--- config.mk ---
export PLATFORM = sky130hd
export DESIGN_NAME = spp_regs
export DESIGN_NICKNAME = d
export VERILOG_FILES = /design/src/spp_pkg.sv /design/src/spp_page_if.sv /design/src/spp_page_sel.sv /design/src/spp_regs.sv
export SDC_FILE = /design/constraint.sdc
export NUM_CORES = 1
export LEC_CHECK = 0
export ABC_AREA = 1
export BUFFER_PORTS_ARGS = -buffer_cell sky130_fd_sc_hd__clkbuf_2
export CORE_MARGIN = 5
export CORE_UTILIZATION = 45
export CTS_CLUSTER_DIAMETER = 120
export DETAILED_ROUTE_END_ITERATION = 10
export GPL_TIMING_DRIVEN = 0
export PLACE_DENSITY = 0.84
export SYNTH_ARGS = -nofsm -noshare
export SYNTH_HDL_FRONTEND = slang
export SYNTH_SLANG_ARGS = --single-unit
--- constraint.sdc ---
create_clock -name aclk -period 2.3 [get_ports aclk]
set_input_delay 0.69 -clock aclk [delete_from_list [all_inputs] [get_ports aclk]]
set_output_delay 0.69 -clock aclk [all_outputs]
set_load 0.01 [all_outputs]
--- src/spp_pkg.sv ---
/*
 package for the sram page pointer register bank: offsets, field layout, reset values,
 page encoding and the access-kind encoding shared by the bank and its core-facing side.
 assumes a 32-bit axi4-lite slave; printed offsets 0x0d1, 0x0d3 and 0x0d5 are not multiples of four, so they are
 register indices and the byte address is four times the index.
*/
package spp_pkg;
    localparam int unsigned SPP_ADDR_W = 12;
    localparam int unsigned SPP_PAGE_W = 3;
    localparam int unsigned SPP_REG_W = 8;
    // register indices as printed
    localparam logic [9:0] SPP_IDX_STACK = 10'h0d1;
    localparam logic [9:0] SPP_IDX_INDEXED = 10'h0d3;
    localparam logic [9:0] SPP_IDX_IND_RD = 10'h0d4;
    localparam logic [9:0] SPP_IDX_IND_WR = 10'h0d5;
    localparam logic [SPP_PAGE_W-1:0] SPP_PAGE_RST = 3'h0;
    localparam int unsigned SPP_PAGE_LSB = 0;
    localparam int unsigned SPP_NUM_PAGES_MAX = 8;
    localparam logic [1:0] SPP_RESP_OKAY = 2'h0;
    localparam logic [1:0] SPP_RESP_SLVERR = 2'h2;
    // kind of memory access presented by the core
    typedef enum logic [2:0] {
        SPP_ACC_NORMAL = 3'h0,
        SPP_ACC_STACK = 3'h1,
        SPP_ACC_INDEXED = 3'h2,
        SPP_ACC_IND_RD = 3'h3,
        SPP_ACC_IND_WR = 3'h4
    } spp_acc_t;
endpackage : spp_pkg

--- src/spp_page_if.sv ---
/*
 interface carrying the four page pointers from the register bank to the page selector.
 assumes both ends share aclk.
*/
`timescale 1ns/1ns
`default_nettype none
interface spp_page_if;
    import spp_pkg::*;
    logic [SPP_PAGE_W-1:0] stack_page;
    logic [SPP_PAGE_W-1:0] indexed_page;
    logic [SPP_PAGE_W-1:0] ind_rd_page;
    logic [SPP_PAGE_W-1:0] ind_wr_page;
    modport bank (output stack_page, indexed_page, ind_rd_page, ind_wr_page);
    modport sel (input stack_page, indexed_page, ind_rd_page, ind_wr_page);
endinterface : spp_page_if
`default_nettype wire

--- src/spp_page_sel.sv ---
/*
 page selector: picks the page for the access kind the core presents.
 assumes the access kind and normal page are synchronous to aclk.
*/
`timescale 1ns/1ns
`default_nettype none
module spp_page_sel
    import spp_pkg::*;
(
    // pointers
    spp_page_if.sel pages,
    // core side
    input wire spp_acc_t acc_kind,
    input wire logic [SPP_PAGE_W-1:0] normal_page,
    input wire logic multi_page,
    output logic [SPP_PAGE_W-1:0] sel_page
);
    logic [SPP_PAGE_W-1:0] kind_page;
    // page value passes through unchanged: binary page number
    always_comb begin
        unique case (acc_kind)
            SPP_ACC_STACK: kind_page = pages.stack_page;
            SPP_ACC_INDEXED: kind_page = pages.indexed_page;
            SPP_ACC_IND_RD: kind_page = pages.ind_rd_page;
            SPP_ACC_IND_WR: kind_page = pages.ind_wr_page;
            default: kind_page = normal_page;
        endcase
    end
    // single-page parts always address page 0
    assign sel_page = multi_page ? kind_page : SPP_PAGE_RST;
endmodule : spp_page_sel
`default_nettype wire

--- src/spp_regs.sv ---
/*
 sram page pointer register bank behind an axi4-lite slave, plus the page
 selection handed to the core's addressing logic.
 assumes a single aclk domain and a master that keeps axi4-lite handshakes.
*/
// The implementer's own choice: the AXI4-Lite slave port.
`timescale 1ns/1ns
`default_nettype none
module spp_regs
    import spp_pkg::*;
#(
    parameter int unsigned NUM_PAGES = SPP_NUM_PAGES_MAX
) (
    // clock and reset
    input wire logic aclk,
    input wire logic aresetn,
    // write address
    input wire logic [SPP_ADDR_W-1:0] s_axi_awaddr,
    input wire logic [2:0] s_axi_awprot,
    input wire logic s_axi_awvalid,
    output logic s_axi_awready,
    // write data
    input wire logic [31:0] s_axi_wdata,
    input wire logic [3:0] s_axi_wstrb,
    input wire logic s_axi_wvalid,
    output logic s_axi_wready,
    // write response
    output logic [1:0] s_axi_bresp,
    output logic s_axi_bvalid,
    input wire logic s_axi_bready,
    // read address
    input wire logic [SPP_ADDR_W-1:0] s_axi_araddr,
    input wire logic [2:0] s_axi_arprot,
    input wire logic s_axi_arvalid,
    output logic s_axi_arready,
    // read data
    output logic [31:0] s_axi_rdata,
    output logic [1:0] s_axi_rresp,
    output logic s_axi_rvalid,
    input wire logic s_axi_rready,
    // core addressing
    input wire spp_acc_t acc_kind,
    input wire logic [SPP_PAGE_W-1:0] normal_page,
    output logic [SPP_PAGE_W-1:0] acc_page
);
    // refused at elaboration: a page field of three bits cannot name more than eight pages
    if (NUM_PAGES < 1 || NUM_PAGES > SPP_NUM_PAGES_MAX) begin : g_bad_pages
        $error("NUM_PAGES must be 1 to 8");
    end

    localparam logic MULTI_PAGE = (NUM_PAGES > 1);

    ////////////////////////////////////////////////////////////////////////////
    // write channel: address and data latched independently, in either order
    logic aw_held_q, aw_held_d;
    logic w_held_q, w_held_d;
    logic [SPP_ADDR_W-1:0] awaddr_q, awaddr_d;
    logic [SPP_PAGE_W-1:0] wpage_q, wpage_d;
    logic wlane0_q, wlane0_d;
    logic bvalid_q;
    logic [1:0] bresp_q;
    logic aw_fire, w_fire, do_write;
    logic [SPP_PAGE_W-1:0] stack_q, indexed_q, ind_rd_q, ind_wr_q;

    assign aw_fire = s_axi_awvalid && !aw_held_q && !bvalid_q;
    assign w_fire = s_axi_wvalid && !w_held_q && !bvalid_q;
    assign aw_held_d = aw_held_q ? !do_write : aw_fire;
    assign w_held_d = w_held_q ? !do_write : w_fire;
    assign awaddr_d = aw_fire ? s_axi_awaddr : awaddr_q;
    assign wpage_d = w_fire ? s_axi_wdata[SPP_PAGE_LSB +: SPP_PAGE_W] : wpage_q;
    assign wlane0_d = w_fire ? s_axi_wstrb[0] : wlane0_q;
    assign do_write = aw_held_q && w_held_q && !bvalid_q;

    // decode: byte address is four times the printed index
    logic [9:0] widx;
    logic w_low_ok;
    logic hit_stack_w, hit_indexed_w, hit_ind_rd_w, hit_ind_wr_w, hit_any_w;
    assign widx = awaddr_q[SPP_ADDR_W-1:2];
    assign w_low_ok = (awaddr_q[1:0] == 2'h0);
    assign hit_stack_w = w_low_ok && (widx == SPP_IDX_STACK);
    assign hit_indexed_w = w_low_ok && (widx == SPP_IDX_INDEXED);
    assign hit_ind_rd_w = w_low_ok && (widx == SPP_IDX_IND_RD);
    assign hit_ind_wr_w = w_low_ok && (widx == SPP_IDX_IND_WR);
    assign hit_any_w = hit_stack_w || hit_indexed_w || hit_ind_rd_w || hit_ind_wr_w;

    // reserved bits 7:3 are expected zero from firmware and are simply not stored
    logic wr_en;
    assign wr_en = do_write && wlane0_q;

    always_ff @(posedge aclk) begin
        if (!aresetn) begin
            aw_held_q <= 1'b0;
            w_held_q <= 1'b0;
            awaddr_q <= '0;
            wpage_q <= SPP_PAGE_RST;
            wlane0_q <= 1'b0;
        end else begin
            aw_held_q <= aw_held_d;
            w_held_q <= w_held_d;
            awaddr_q <= awaddr_d;
            wpage_q <= wpage_d;
            wlane0_q <= wlane0_d;
        end
    end

    always_ff @(posedge aclk) begin
        if (!aresetn) begin
            stack_q <= SPP_PAGE_RST;
            indexed_q <= SPP_PAGE_RST;
            ind_rd_q <= SPP_PAGE_RST;
            ind_wr_q <= SPP_PAGE_RST;
        end else if (wr_en) begin
            if (hit_stack_w) stack_q <= wpage_q;
            if (hit_indexed_w) indexed_q <= wpage_q;
            if (hit_ind_rd_w) ind_rd_q <= wpage_q;
            if (hit_ind_wr_w) ind_wr_q <= wpage_q;
        end
    end

    always_ff @(posedge aclk) begin
        if (!aresetn) begin
            bvalid_q <= 1'b0;
            bresp_q <= SPP_RESP_OKAY;
        end else if (do_write) begin
            bvalid_q <= 1'b1;
            bresp_q <= hit_any_w ? SPP_RESP_OKAY : SPP_RESP_SLVERR;
        end else if (s_axi_bready) begin
            bvalid_q <= 1'b0;
        end
    end

    // ready flops follow the next held state, so they equal !held && !bvalid every cycle
    logic aw_rdy_q, w_rdy_q, bvalid_d;
    assign bvalid_d = do_write || (bvalid_q && !s_axi_bready);
    always_ff @(posedge aclk) begin
        if (!aresetn) begin
            aw_rdy_q <= 1'b1;
            w_rdy_q <= 1'b1;
        end else begin
            aw_rdy_q <= !aw_held_d && !bvalid_d;
            w_rdy_q <= !w_held_d && !bvalid_d;
        end
    end
    assign s_axi_awready = aw_rdy_q;
    assign s_axi_wready = w_rdy_q;
    assign s_axi_bvalid = bvalid_q;
    assign s_axi_bresp = bresp_q;

    ////////////////////////////////////////////////////////////////////////////
    // read channel: one cycle from address accept to data
    logic rvalid_q;
    logic [1:0] rresp_q;
    logic [31:0] rdata_q;
    logic ar_fire;
    logic [9:0] ridx;
    logic r_low_ok, hit_any_r;
    logic [SPP_PAGE_W-1:0] rpage;
    assign ar_fire = s_axi_arvalid && !rvalid_q;
    assign ridx = s_axi_araddr[SPP_ADDR_W-1:2];
    assign r_low_ok = (s_axi_araddr[1:0] == 2'h0);
    assign rpage = !r_low_ok ? SPP_PAGE_RST :
                   (ridx == SPP_IDX_STACK) ? stack_q :
                   (ridx == SPP_IDX_INDEXED) ? indexed_q :
                   (ridx == SPP_IDX_IND_RD) ? ind_rd_q :
                   (ridx == SPP_IDX_IND_WR) ? ind_wr_q : SPP_PAGE_RST;
    assign hit_any_r = r_low_ok && ((ridx == SPP_IDX_STACK) || (ridx == SPP_IDX_INDEXED) ||
                       (ridx == SPP_IDX_IND_RD) || (ridx == SPP_IDX_IND_WR));

    always_ff @(posedge aclk) begin
        if (!aresetn) begin
            rvalid_q <= 1'b0;
            rresp_q <= SPP_RESP_OKAY;
            rdata_q <= '0;
        end else if (ar_fire) begin
            rvalid_q <= 1'b1;
            rresp_q <= hit_any_r ? SPP_RESP_OKAY : SPP_RESP_SLVERR;
            rdata_q <= {29'h0, rpage};
        end else if (s_axi_rready) begin
            rvalid_q <= 1'b0;
        end
    end

    logic ar_rdy_q, rvalid_d;
    assign rvalid_d = ar_fire || (rvalid_q && !s_axi_rready);
    always_ff @(posedge aclk) begin
        if (!aresetn) begin
            ar_rdy_q <= 1'b1;
        end else begin
            ar_rdy_q <= !rvalid_d;
        end
    end
    assign s_axi_arready = ar_rdy_q;
    assign s_axi_rvalid = rvalid_q;
    assign s_axi_rresp = rresp_q;
    assign s_axi_rdata = rdata_q;

    ////////////////////////////////////////////////////////////////////////////
    // page selection toward the core, registered for a clean output
    spp_page_if pg ();
    assign pg.stack_page = stack_q;
    assign pg.indexed_page = indexed_q;
    assign pg.ind_rd_page = ind_rd_q;
    assign pg.ind_wr_page = ind_wr_q;

    logic [SPP_PAGE_W-1:0] sel_page;
    logic [SPP_PAGE_W-1:0] acc_page_q;
    spp_page_sel u_sel (
        .pages(pg.sel),
        .acc_kind(acc_kind),
        .normal_page(normal_page),
        .multi_page(MULTI_PAGE),
        .sel_page(sel_page)
    );

    always_ff @(posedge aclk) begin
        if (!aresetn) begin
            acc_page_q <= SPP_PAGE_RST;
        end else begin
            acc_page_q <= sel_page;
        end
    end
    assign acc_page = acc_page_q;

    // awprot and arprot carry no meaning here
    logic unused_prot;
    assign unused_prot = ^{s_axi_awprot, s_axi_arprot, s_axi_wdata[31:SPP_PAGE_W], s_axi_wstrb[3:1]};
endmodule : spp_regs
`default_nettype wire

; ---- After elaboration in Yosys (flattened, before gate mapping)
; Index checks and enable logic that the tools add are counted.
[totals]
register_bits = 45
input_bits = 79
[op_classes]
eq_ne = 12
n_reduce_logical = 44
mux = 14
[op_table]
columns = operator, n
row1 = $eq A10 B8 Y1 const B, 8
row2 = $logic_and A1 B1 Y1, 17
row3 = $mux W3, 5
row4 = $pmux W3 S4, 1
row5 = $logic_not A1 Y1, 11
row6 = $logic_or A1 B1 Y1, 8
row7 = $reduce_and A2 Y1, 4
row8 = $eq A3 B2 Y1 const B, 2
row9 = $mux W1, 6
row10 = $logic_not A2 Y1, 2
row11 = $mux W2, 2
row12 = $reduce_bool A2 Y1, 2
row13 = $eq A3 B1 Y1 const B, 1
row14 = $eq A3 B3 Y1 const B, 1

; ---- Longest topological paths before layout
; Gate-level depths: netlist of run 1.
[logic_depth]
depth_word = 6
mapped_depth = 10

; ---- Cells and area by module
; Synthesis of run 1 repeated with hierarchy kept, for this count alone.
[unflattened]
cells_unflattened = 330
hier_area_um2 = 2333.5
[by_module_without_submodules]
columns = module, n_inst, area_per_inst_um2, seq_area_each_um2, cells_per_inst
row1 = spp_regs, 1, 2122.0, 860.8, 294
row2 = spp_page_sel, 1, 211.5, 0.0, 36

; ---- Least setup slack after synthesis of run 1
; OpenSTA, ideal clock, no wires.
[synth_path]
path_kind = input-to-reg
start = in s_axi_araddr[6]
end = reg rdata_q[1] (netlist: s_axi_rdata[1])
path_slack_ps = 728
arrival_time_ps = 1452
stages = 9
setup_ps = 121
n_path_buf = 0
cell_sequence = inv_1 > nor2_1 > nand2_1 > nor2_1 > nand3_1 > nor2_1 > nor2_1 > nand2_1 > a21oi_1
[synth_between]
elab_chain_len = 6
word_cells_on_any_way = 9
classes_between = eq/ne (4) / mux (5)
[synth_lines]
columns = item, line_no
row1 = start: declaration, spp_regs.sv:32  ; input wire logic [SPP_ADDR_W-1:0] s_axi_araddr,
row2 = $eq A10 B8 Y1, spp_regs.sv:165  ; (ridx == SPP_IDX_IND_WR) ? ind_wr_q : SPP_PAGE_RST;
row3 = $mux W3, spp_regs.sv:165
row4 = $mux W3, spp_regs.sv:164  ; (ridx == SPP_IDX_IND_RD) ? ind_rd_q :
row5 = $mux W3, spp_regs.sv:163  ; (ridx == SPP_IDX_INDEXED) ? indexed_q :
row6 = $mux W3 (*), spp_regs.sv:162  ; (ridx == SPP_IDX_STACK) ? stack_q :
row7 = $mux W3 (*), spp_regs.sv:161  ; assign rpage = !r_low_ok ? SPP_PAGE_RST :
row8 = end signal: assignment, spp_regs.sv:177  ; rdata_q <= {29'h0, rpage};
row9 = end: declaration, spp_regs.sv:153  ; logic [31:0] rdata_q;
; Every way passes the cells marked *; elsewhere a longest branch is shown, timed or not.
; A chain may end at the register's enable or synchronous reset.

; ---- Worst setup path in the final report of run 1
[layout_path]
start = in s_axi_araddr[11]
end = reg rdata_q[2] (netlist: s_axi_rdata[2])
; The elaborated chain is that of the path after synthesis.

==> impl_metrics.toml, run 1 <==
[clocking]
numClockSinks = 43
cts_buffers = 5
cts_tree = "yes"
cts.clk_slew.worst_paths_ps = 80
ctsHoldBuffers = 0
htree_num_levels = 2
clk_latency_ps = 290
root_buffer = "clkbuf_8"
cts_setup_buffers = 0
cts_resized = 0
clock_path_buffers = 2

[global_route]
grtUsageTotal_pct = 15.4
overflow = 0
antenna_found_initial = 0
grt_pass1_wl_um = 7960
grt_max_degree = 13
grt_pass1_vias = 1905

[timing]
fin_crit_ps = 1620
fin_hold_ws_ps = 470
fin_tns_setup_ps = 0
max_clock_freq_ghz = 0.618
finalHoldViolations = 0
period_share_pct = 70.4
rsz0062_at_grt = "false"
setup_viol = 0
drv_slew = 0
fin_skew_ps = 7.48

[synth]
synth.top_cells.by_area = "dfxtp_1 (39%), buf_4 (11%), inv_1 (7.4%)"
synth-xor-area-share_pct = 0
ys_ff_latch = 43
synthFlopType = "dfxtp_1"
synth_top_area_share_pct = 39.2
synth_top_family_by_area = "simple AND/OR/NAND/NOR gates"
synth_simple_gate_area_share_pct = 27.3
syn-cell-area_sq_um = 2190
synthDominantAreaCellType = "dfxtp_1"
ys_types = 25
ys_seq_area_share_pct = 39.2
syn_area_per_cell_sq_um = 7.06
synth-compound-area-share_pct = 14.2
postSynthCellCount = 311
synth-async-reset-ratio_pct = 0
synthAdderAreaFrac_pct = 0
synth_mux_area_share_pct = 0
yosys_warnings = 0
synth_edf_count = 0

[routing]
avgViaCountPerCell = 4.39
remaining_drc_errors = 0
drt_iter0_drc = 89
ant_nets = 0
vias = 2058
dr.pass1.iters = 4
drt_wl_total_um = 4710
wl_per_cell_um = 10.0

[placed_design]
place_hpwl_um = 3940
placedInstanceArea_sq_um = 2660
routabilityCongestion = 0.913
io_buffers = 53

[run_status]
status = "finished, final reports clean"

[worst_setup_path]
path_max_fanout = 5
critical_path_required_ps = 2520
reg2reg_slack_ps = 860
worstSetupEndpointType = "flip-flop"
critPathLaunchType = "primary input"
crit_type = "in2reg"
crit_arrival_ps = 1840

[final_layout]
final_cell_mix = "clkbuf_2 (53), inv_1 (43), dfxtp_1 (43)"
final_common_cell = "clkbuf_2"
fin_nets = 480
fill_cells = 463
diodes = 0
drive_gt1_share_pct = 26.4
synthToLayoutAreaGrowth_pct = 25.6
utilization_pct = 58.4
final_cell_area_sq_um = 2760

[floorplan]
start_util_pct = 46.5
row_count = 25
die_h_um = 79.8
die_area_sq_um = 6370
die_w_um = 79.8
core_area_sq_um = 4720
io_pins = 123

[pwr]
finalPower_mw = 1.59
peakVddDrop_uv = 471
p_per_area_nw_per_um2 = 576
p_leak_nw = 1.33

[run]
drv_cap = 0

[worst_hold_path]
hp-class = "reg2reg"
## report_power, final
part           switching [mW]  leakage (nW)  total (mW)  internal (mW)
Sequential             0.0225         0.353       0.810          0.787
Clock                   0.242        0.0515       0.516          0.274
Combinational           0.154         0.926       0.263          0.109
## logic make-up (layout without fill, tap and decap cells)
kind of cell           Yosys count  count (layout)
AO/OA/AOI/OAI                   60              60
buffers and inverters           81             142
flip-flops                      43              43
other                            1              31
AND/OR/NAND/NOR                126             126
## per-stage QoR
step | worst slack, ps | cells
floorplan | 728 | 341
global placement | 455 | 461
detailed placement | 414 | 461
CTS | 715 | 469
global route | 581 | 469
finish | 682 | 469
## cell usage after synthesis, drive strengths merged (2+ instances only)
| cell | count |
|---|---|
| buf | 31 |
| clkbuf | 5 |
| nor3 | 2 |
| inv | 44 |
| a21oi | 28 |
| nand4 | 9 |
| o21ai | 24 |
| nor2 | 46 |
| nand3 | 23 |
| nand2 | 43 |
| dfxtp | 43 |
| o22ai | 6 |
## critical path: stages
cell      delay [ps]
clkbuf_2          90
nor2_2           210
nand2_1          160
nor3_2           280
nand3_1          110
nand3_1          110
nand2_1           60
a21oi_1          110
## final timing paths
path,from,to,depth (start not counted)
max,s_axi_araddr[11],s_axi_rdata[2],8
min reg2reg,s_axi_rdata[2],s_axi_rdata[2],2
max reg2reg,s_axi_bvalid,indexed_q[0],6
min,s_axi_rdata[2],s_axi_rdata[2],2
## state kept, by name (all words and copies together), names as in the netlist
name,flops
awaddr_q,12
acc_page,3
ind_rd_q,3
ind_wr_q,3
indexed_q,3
pg.stack_page,3
s_axi_rdata,3
wpage_q,3
aw_held_q,1
s_axi_arready,1
s_axi_awready,1
s_axi_bresp,1
s_axi_bvalid,1
s_axi_rresp,1
s_axi_rvalid,1
s_axi_wready,1
w_held_q,1
wlane0_q,1
## final cells by class
type	instances	area, sq um	share of cell area, %
Tap cell	67	83.8	3.04
Buffer	36	251	9.12
Inverter	45	169	6.13
Multi-Input combinational cell	217	1030	37.2
Clock buffer	8	100	3.63
Sequential cell	43	861	31.2
Timing Repair Buffer	53	265	9.62
## routing by layer
| layer | track usage [%] | vias to the layer above | wire length (um) |
|---|---|---|---|
| met4 | 5.74 | 0 | 77 |
| met5 | 0 | - | 0 |
| met2 | 25.8 | 64 | 2150 |
| li1 | - | 1120 | - |
| met1 | 18.8 | 866 | 2080 |
| met3 | 4.06 | 8 | 391 |
No activity file was read; power rests on OpenSTA's default activity.
==> run 2: changes to the inputs <==
--- a/config.mk
+++ b/config.mk
@@ -8,11 +8,11 @@
 export ABC_AREA = 1
 export BUFFER_PORTS_ARGS = -buffer_cell sky130_fd_sc_hd__clkbuf_2
 export CORE_MARGIN = 5
-export CORE_UTILIZATION = 45
+export CORE_UTILIZATION = 44
 export CTS_CLUSTER_DIAMETER = 120
 export DETAILED_ROUTE_END_ITERATION = 10
 export GPL_TIMING_DRIVEN = 0
-export PLACE_DENSITY = 0.84
+export PLACE_DENSITY = 0.83
 export SYNTH_ARGS = -nofsm -noshare
 export SYNTH_HDL_FRONTEND = slang
 export SYNTH_SLANG_ARGS = --single-unit
==> constraint.sdc (replaced) <==
create_clock -name aclk -period 1.6 [get_ports aclk]
set_input_delay 0.48 -clock aclk [delete_from_list [all_inputs] [get_ports aclk]]
set_output_delay 0.48 -clock aclk [all_outputs]
set_load 0.01 [all_outputs]
==> run 2 against run 1 <==
  * Register-to-register slack lost 710 ps
  * Sequential power grew 43%
  * Sequential share of layout area shrank 0.20 points
  * Routed wire length grew 2.2%
  * Cell area grew 0.64%
  * Clock power grew 68%
  * Via count grew 0.44%
  * Global-route usage shrank 0.80 points
  * Count of clock-buffer cells in the layout shrank 2
  * Non-clock buffer count is the same
  * Sequential cell count is the same
  * Critical endpoint is now indexed_q[1]
==> impl_metrics.toml, run 2 (same netlist as run 1, synthesis figures left out) <==
[run_status]
status = "finished, final reports clean"

[floorplan]
io_pins = 123
row_count = 25
start_util_pct = 45.9
core_area_sq_um = 4790
die_area_sq_um = 6500
die_w_um = 80.6
die_h_um = 80.6

[global_route]
overflow = 0
antenna_found_initial = 0
grt_pass1_vias = 1764
grt_max_degree = 14
grt_pass1_wl_um = 7570
grtUsageTotal_pct = 14.6

[final_layout]
final_cells = 469
final_common_cell = "clkbuf_2"
drive_gt1_share_pct = 26.6
regMostFlops = "awaddr_q"
utilization_pct = 58.0
diodes = 0
fin_nets = 480
synthToLayoutAreaGrowth_pct = 26.4
final_cell_mix = "clkbuf_2 (53), inv_1 (43), dfxtp_1 (43)"
largest_register_ffs = 12

[worst_setup_path]
cpPeakStageDelay_ps = 320
worstSetupEndpointType = "flip-flop"
crit_arrival_ps = 1630
cp_slowest_cell = "dfxtp_1"
crit_chain = "inv_1 -> nand3_2 -> nor2_4 -> nand3_1 -> o21ai_0 -> a21oi_1"
critPathLaunchType = "flip-flop"
crit_type = "reg2reg"
path_max_fanout = 10
critical_path_required_ps = 1780

[timing]
fin_tns_setup_ps = 0
setup_viol = 0
finalHoldViolations = 0
drv_slew = 0
max_clock_freq_ghz = 0.691
fin_skew_ps = 6.69
fin_crit_ps = 1450
period_share_pct = 90.4
fin_hold_ws_ps = 410
rsz0062_at_grt = "false"

[placed_design]
routabilityCongestion = 0.911
dp.cells = 461
place_hpwl_um = 4000
io_buffers = 53

[routing]
dr.pass1.iters = 4
avgViaCountPerCell = 4.41
drt_iter0_drc = 69
ant_nets = 0
drt_wl_total_um = 4810
remaining_drc_errors = 0
vias = 2067
wl_per_cell_um = 10.3

[pwr]
peakVddDrop_uv = 623
finalPower_mw = 2.41
p_per_area_nw_per_um2 = 868
p_leak_nw = 1.34

[clocking]
ctsHoldBuffers = 0
htree_num_levels = 2
numClockSinks = 43
cts.clk_slew.worst_paths_ps = 80
cts_resized = 0
clk_latency_ps = 290
clock_path_buffers = 2
cts_tree = "yes"
root_buffer = "clkbuf_8"
cts_buffers = 5
cts_setup_buffers = 0

[worst_hold_path]
hp-class = "in2reg"

[run]
drv_cap = 0
## run 2: changes by cell type in the layout (fill, tap and decap cells not counted), sizes merged
| cell | delta |
|---|---|
| clkbuf | -2 |
| bufinv | +1 |
| clkinv | +1 |
## run 2: power breakdown
group,leakage [nW],internal (mW),switching [mW],total (mW)
clock network,0.0612,0.505,0.360,0.865
registers,0.353,1.13,0.0329,1.16
logic,0.926,0.157,0.223,0.380
## run 2: metrics by stage
stage | setup WS (ps) | cell area [sq um]
floorplan | 238 | 2310
global placement | -61.5 | 2660
detailed placement | -81.6 | 2660
CTS | 143 | 2770
global route | 14.7 | 2770
finish | 153 | 2770
## run 2: cell type report
class                      count  area (sq um)
fill                         471          2010
multi-input combinational    217          1030
sequential                    43           861
timing repair buffer          53           265
buffer                        36           251
inverter                      45           169
tap                           67          83.8
clock buffer                   6          82.6
clock inverter                 2          35.0
## run 2: routing by layer
layer / vias to the layer above / global-route usage (%) / share of wire, %
met5: - / 0 / 0
met4: 0 / 3.21 / 0.98
met3: 7 / 3.48 / 7.4
met2: 69 / 24.0 / 47
met1: 873 / 19.3 / 45
li1: 1118 / - / -
## run 2: path summary, 6_finish.rpt
kind | from | end | slack [ps] | cells after the start
max | s_axi_bvalid | indexed_q[1] | 150 | 6
min | normal_page[2] | acc_page[2] | 410 | 3
max reg2reg | s_axi_bvalid | indexed_q[1] | 150 | 6
min reg2reg | s_axi_rdata[0] | s_axi_rdata[0] | 470 | 2
## run 2: critical path, delay by kind of cell, from the launching register on
family | cells | cell delay [ps]
AND/OR/NAND/NOR | 3 | 660
flip-flops | 1 | 320
buffers and inverters | 1 | 110
AO/OA/AOI/OAI | 2 | 260
==> run 3: changes to the inputs <==
--- a/config.mk
+++ b/config.mk
@@ -8,11 +8,13 @@
 export ABC_AREA = 1
 export BUFFER_PORTS_ARGS = -buffer_cell sky130_fd_sc_hd__clkbuf_2
 export CORE_MARGIN = 5
-export CORE_UTILIZATION = 44
+export CORE_UTILIZATION = 45
 export CTS_CLUSTER_DIAMETER = 120
 export DETAILED_ROUTE_END_ITERATION = 10
 export GPL_TIMING_DRIVEN = 0
 export PLACE_DENSITY = 0.83
+export RECOVER_POWER = 50
 export SYNTH_ARGS = -nofsm -noshare
 export SYNTH_HDL_FRONTEND = slang
+export SYNTH_HIERARCHICAL = 1
 export SYNTH_SLANG_ARGS = --single-unit
==> run 3 against run 2 <==
  * Highest routed layer unchanged
  * Sequential cell count unchanged
  * Die area up 3.5%
  * Sequential share of layout area is 1.1 points lower
  * Critical path type unchanged
  * Critical path depth grew 1
  * Combinational power rose by 7.4%
  * Fmax grew 4.6%
  * Worst hold slack gained 14 ps
  * Final cell count up 4.7%
  * Cell area increased by 3.7%
  * Setup slack gained 63 ps
  * Total power is 7.5% lower
==> impl_metrics.toml, run 3 <==
[timing]
fin_tns_setup_ps = 0
max_clock_freq_ghz = 0.723
layout_setup_ws_ps = 217
fin_skew_ps = 3.87
setup_viol = 0
drv_slew = 0
rsz0062_at_grt = "false"
fin_hold_ws_ps = 425
finalHoldViolations = 0
period_share_pct = 86.5
fin_crit_ps = 1380

[clocking]
clk_latency_ps = 300
numClockSinks = 43
cts_resized = 0
cts_setup_buffers = 0
htree_num_levels = 2
cts.clk_slew.worst_paths_ps = 70
cts_buffers = 5
clock_path_buffers = 2
root_buffer = "clkbuf_8"
cts_tree = "yes"
ctsHoldBuffers = 0

[synth]
synthDominantAreaCellType = "dfxtp_1"
synth_top_family_by_area = "simple AND/OR/NAND/NOR gates"
synthAdderAreaFrac_pct = 0
syn_area_per_cell_sq_um = 7.07
synth-xor-area-share_pct = 0
postSynthCellCount = 330
ys_seq_area_share_pct = 36.9
synth-async-reset-ratio_pct = 0
ys_types = 29
yosysMostFrequentCell = "nor2_1"
synthFlopType = "dfxtp_1"
synth_top_area_share_pct = 36.9
synth_common_cells = "nor2_1 (45), inv_1 (44), dfxtp_1 (43)"
synth-compound-area-share_pct = 12.0
yosys_warnings = 6
synth.top_cells.by_area = "dfxtp_1 (37%), buf_4 (10%), nor2_1 (7.2%)"
synth_mux_area_share_pct = 0
synth_edf_count = 0
syn-cell-area_sq_um = 2330
ys_ff_latch = 43
synth_simple_gate_area_share_pct = 31.8

[worst_setup_path]
crit_arrival_ps = 1620
crit_chain = "inv_1 -> nand4_1 -> nor4_4 -> nand3_2 -> nand2_1 -> inv_1 -> nor2_1"
worstSetupEndpointType = "flip-flop"
cp_slowest_cell = "nor4_4"
critical_path_required_ps = 1830
cp_common_cell = "inv_1"
crit_type = "reg2reg"
path_max_fanout = 8
critPathLaunchType = "flip-flop"
reg2reg_slack_ps = 220
cpPeakStageDelay_ps = 390

[final_layout]
final_cells = 491
final_cell_area_sq_um = 2880
final_common_cell = "nor2_1"
drive_gt1_share_pct = 23.0
regMostFlops = "awaddr_q"
diodes = 0
utilization_pct = 56.7
fin_nets = 499
synthToLayoutAreaGrowth_pct = 23.2
largest_register_ffs = 12
final_cell_mix = "nor2_1 (45), inv_1 (44), dfxtp_1 (43)"

[worst_hold_path]
hp-class = "in2reg"

[global_route]
antenna_found_initial = 0
met2_usage_pct = 26.2
use_met1_pct = 18.7
grt_pass1_wl_um = 8180
use_met3_pct = 4.17
grt_max_degree = 14
overflow = 0
grt_pass1_vias = 1953
grtUsageTotal_pct = 15.5
top_usage_layer = "met2"

[placed_design]
routabilityCongestion = 0.867
place_hpwl_um = 4110
placedInstanceArea_sq_um = 2800
dp_slack_ps = -8.17
dp.cells = 483
io_buffers = 51

[floorplan]
die_h_um = 82.0
row_count = 26
die_area_sq_um = 6730
start_util_pct = 46.0
io_pins = 123
core_area_sq_um = 5070
die_w_um = 82.0

[routing]
avgViaCountPerCell = 4.46
remaining_drc_errors = 0
drt_wl_total_um = 5080
dr.pass1.iters = 4
vias = 2192
wl_per_cell_um = 10.3
ant_nets = 0
drt_iter0_drc = 87

[pwr]
p_per_area_nw_per_um2 = 775
finalPower_mw = 2.23
p_leak_nw = 1.41
peakVddDrop_uv = 618

[run_status]
status = "finished, final reports clean"

[run]
drv_cap = 0
[run 3: final timing paths]
path	from	end	cells after the start
hold / removal	s_axi_rready	s_axi_arready	3
setup / recovery	awaddr_q[7]	ind_rd_q[1]	7
hold reg to reg	s_axi_rdata[2]	s_axi_rdata[2]	2
setup reg to reg	awaddr_q[7]	ind_rd_q[1]	7
[run 3: kinds of logic (layout without fill, tap and decap cells)]
kind of cell,count (synthesis),after routing
other,2,34
flip-flops,43,43
AO/OA/AOI/OAI,54,54
buffers and inverters,84,143
AND/OR/NAND/NOR,147,147
[run 3: critical path, delay by kind of cell, from the launching register on]
kind                   cells  cell delay [ps]
AND/OR/NAND/NOR            5              890
flip-flops                 1              310
buffers and inverters      2              120
[run 3: power breakdown]
part	leakage (nW)	switching, mW	total (mW)	internal (mW)
Sequential	0.353	0.0339	1.16	1.13
Combinational	1.02	0.244	0.408	0.163
Clock	0.0412	0.351	0.656	0.305
Total	1.41	0.630	2.23	1.60
[run 3: final cells by class]
| class | instances | area (sq um) |
|---|---|---|
| repair buffers | 51 | 239 |
| fillers | 529 | 2200 |
| flip-flops and latches | 43 | 861 |
| clock buffers | 6 | 72.6 |
| well taps | 70 | 87.6 |
| clock inverters | 2 | 12.5 |
| multi-input cells | 235 | 1160 |
| plain buffers | 38 | 270 |
| inverters | 46 | 173 |
[run 3: layer usage]
| metal | up-vias | wire, um |
|---|---|---|
| li1 | 1180 | - |
| met1 | 924 | 2220 |
| met2 | 83 | 2400 |
| met3 | 5 | 416 |
| met4 | 0 | 43 |
| met5 | - | 0 |
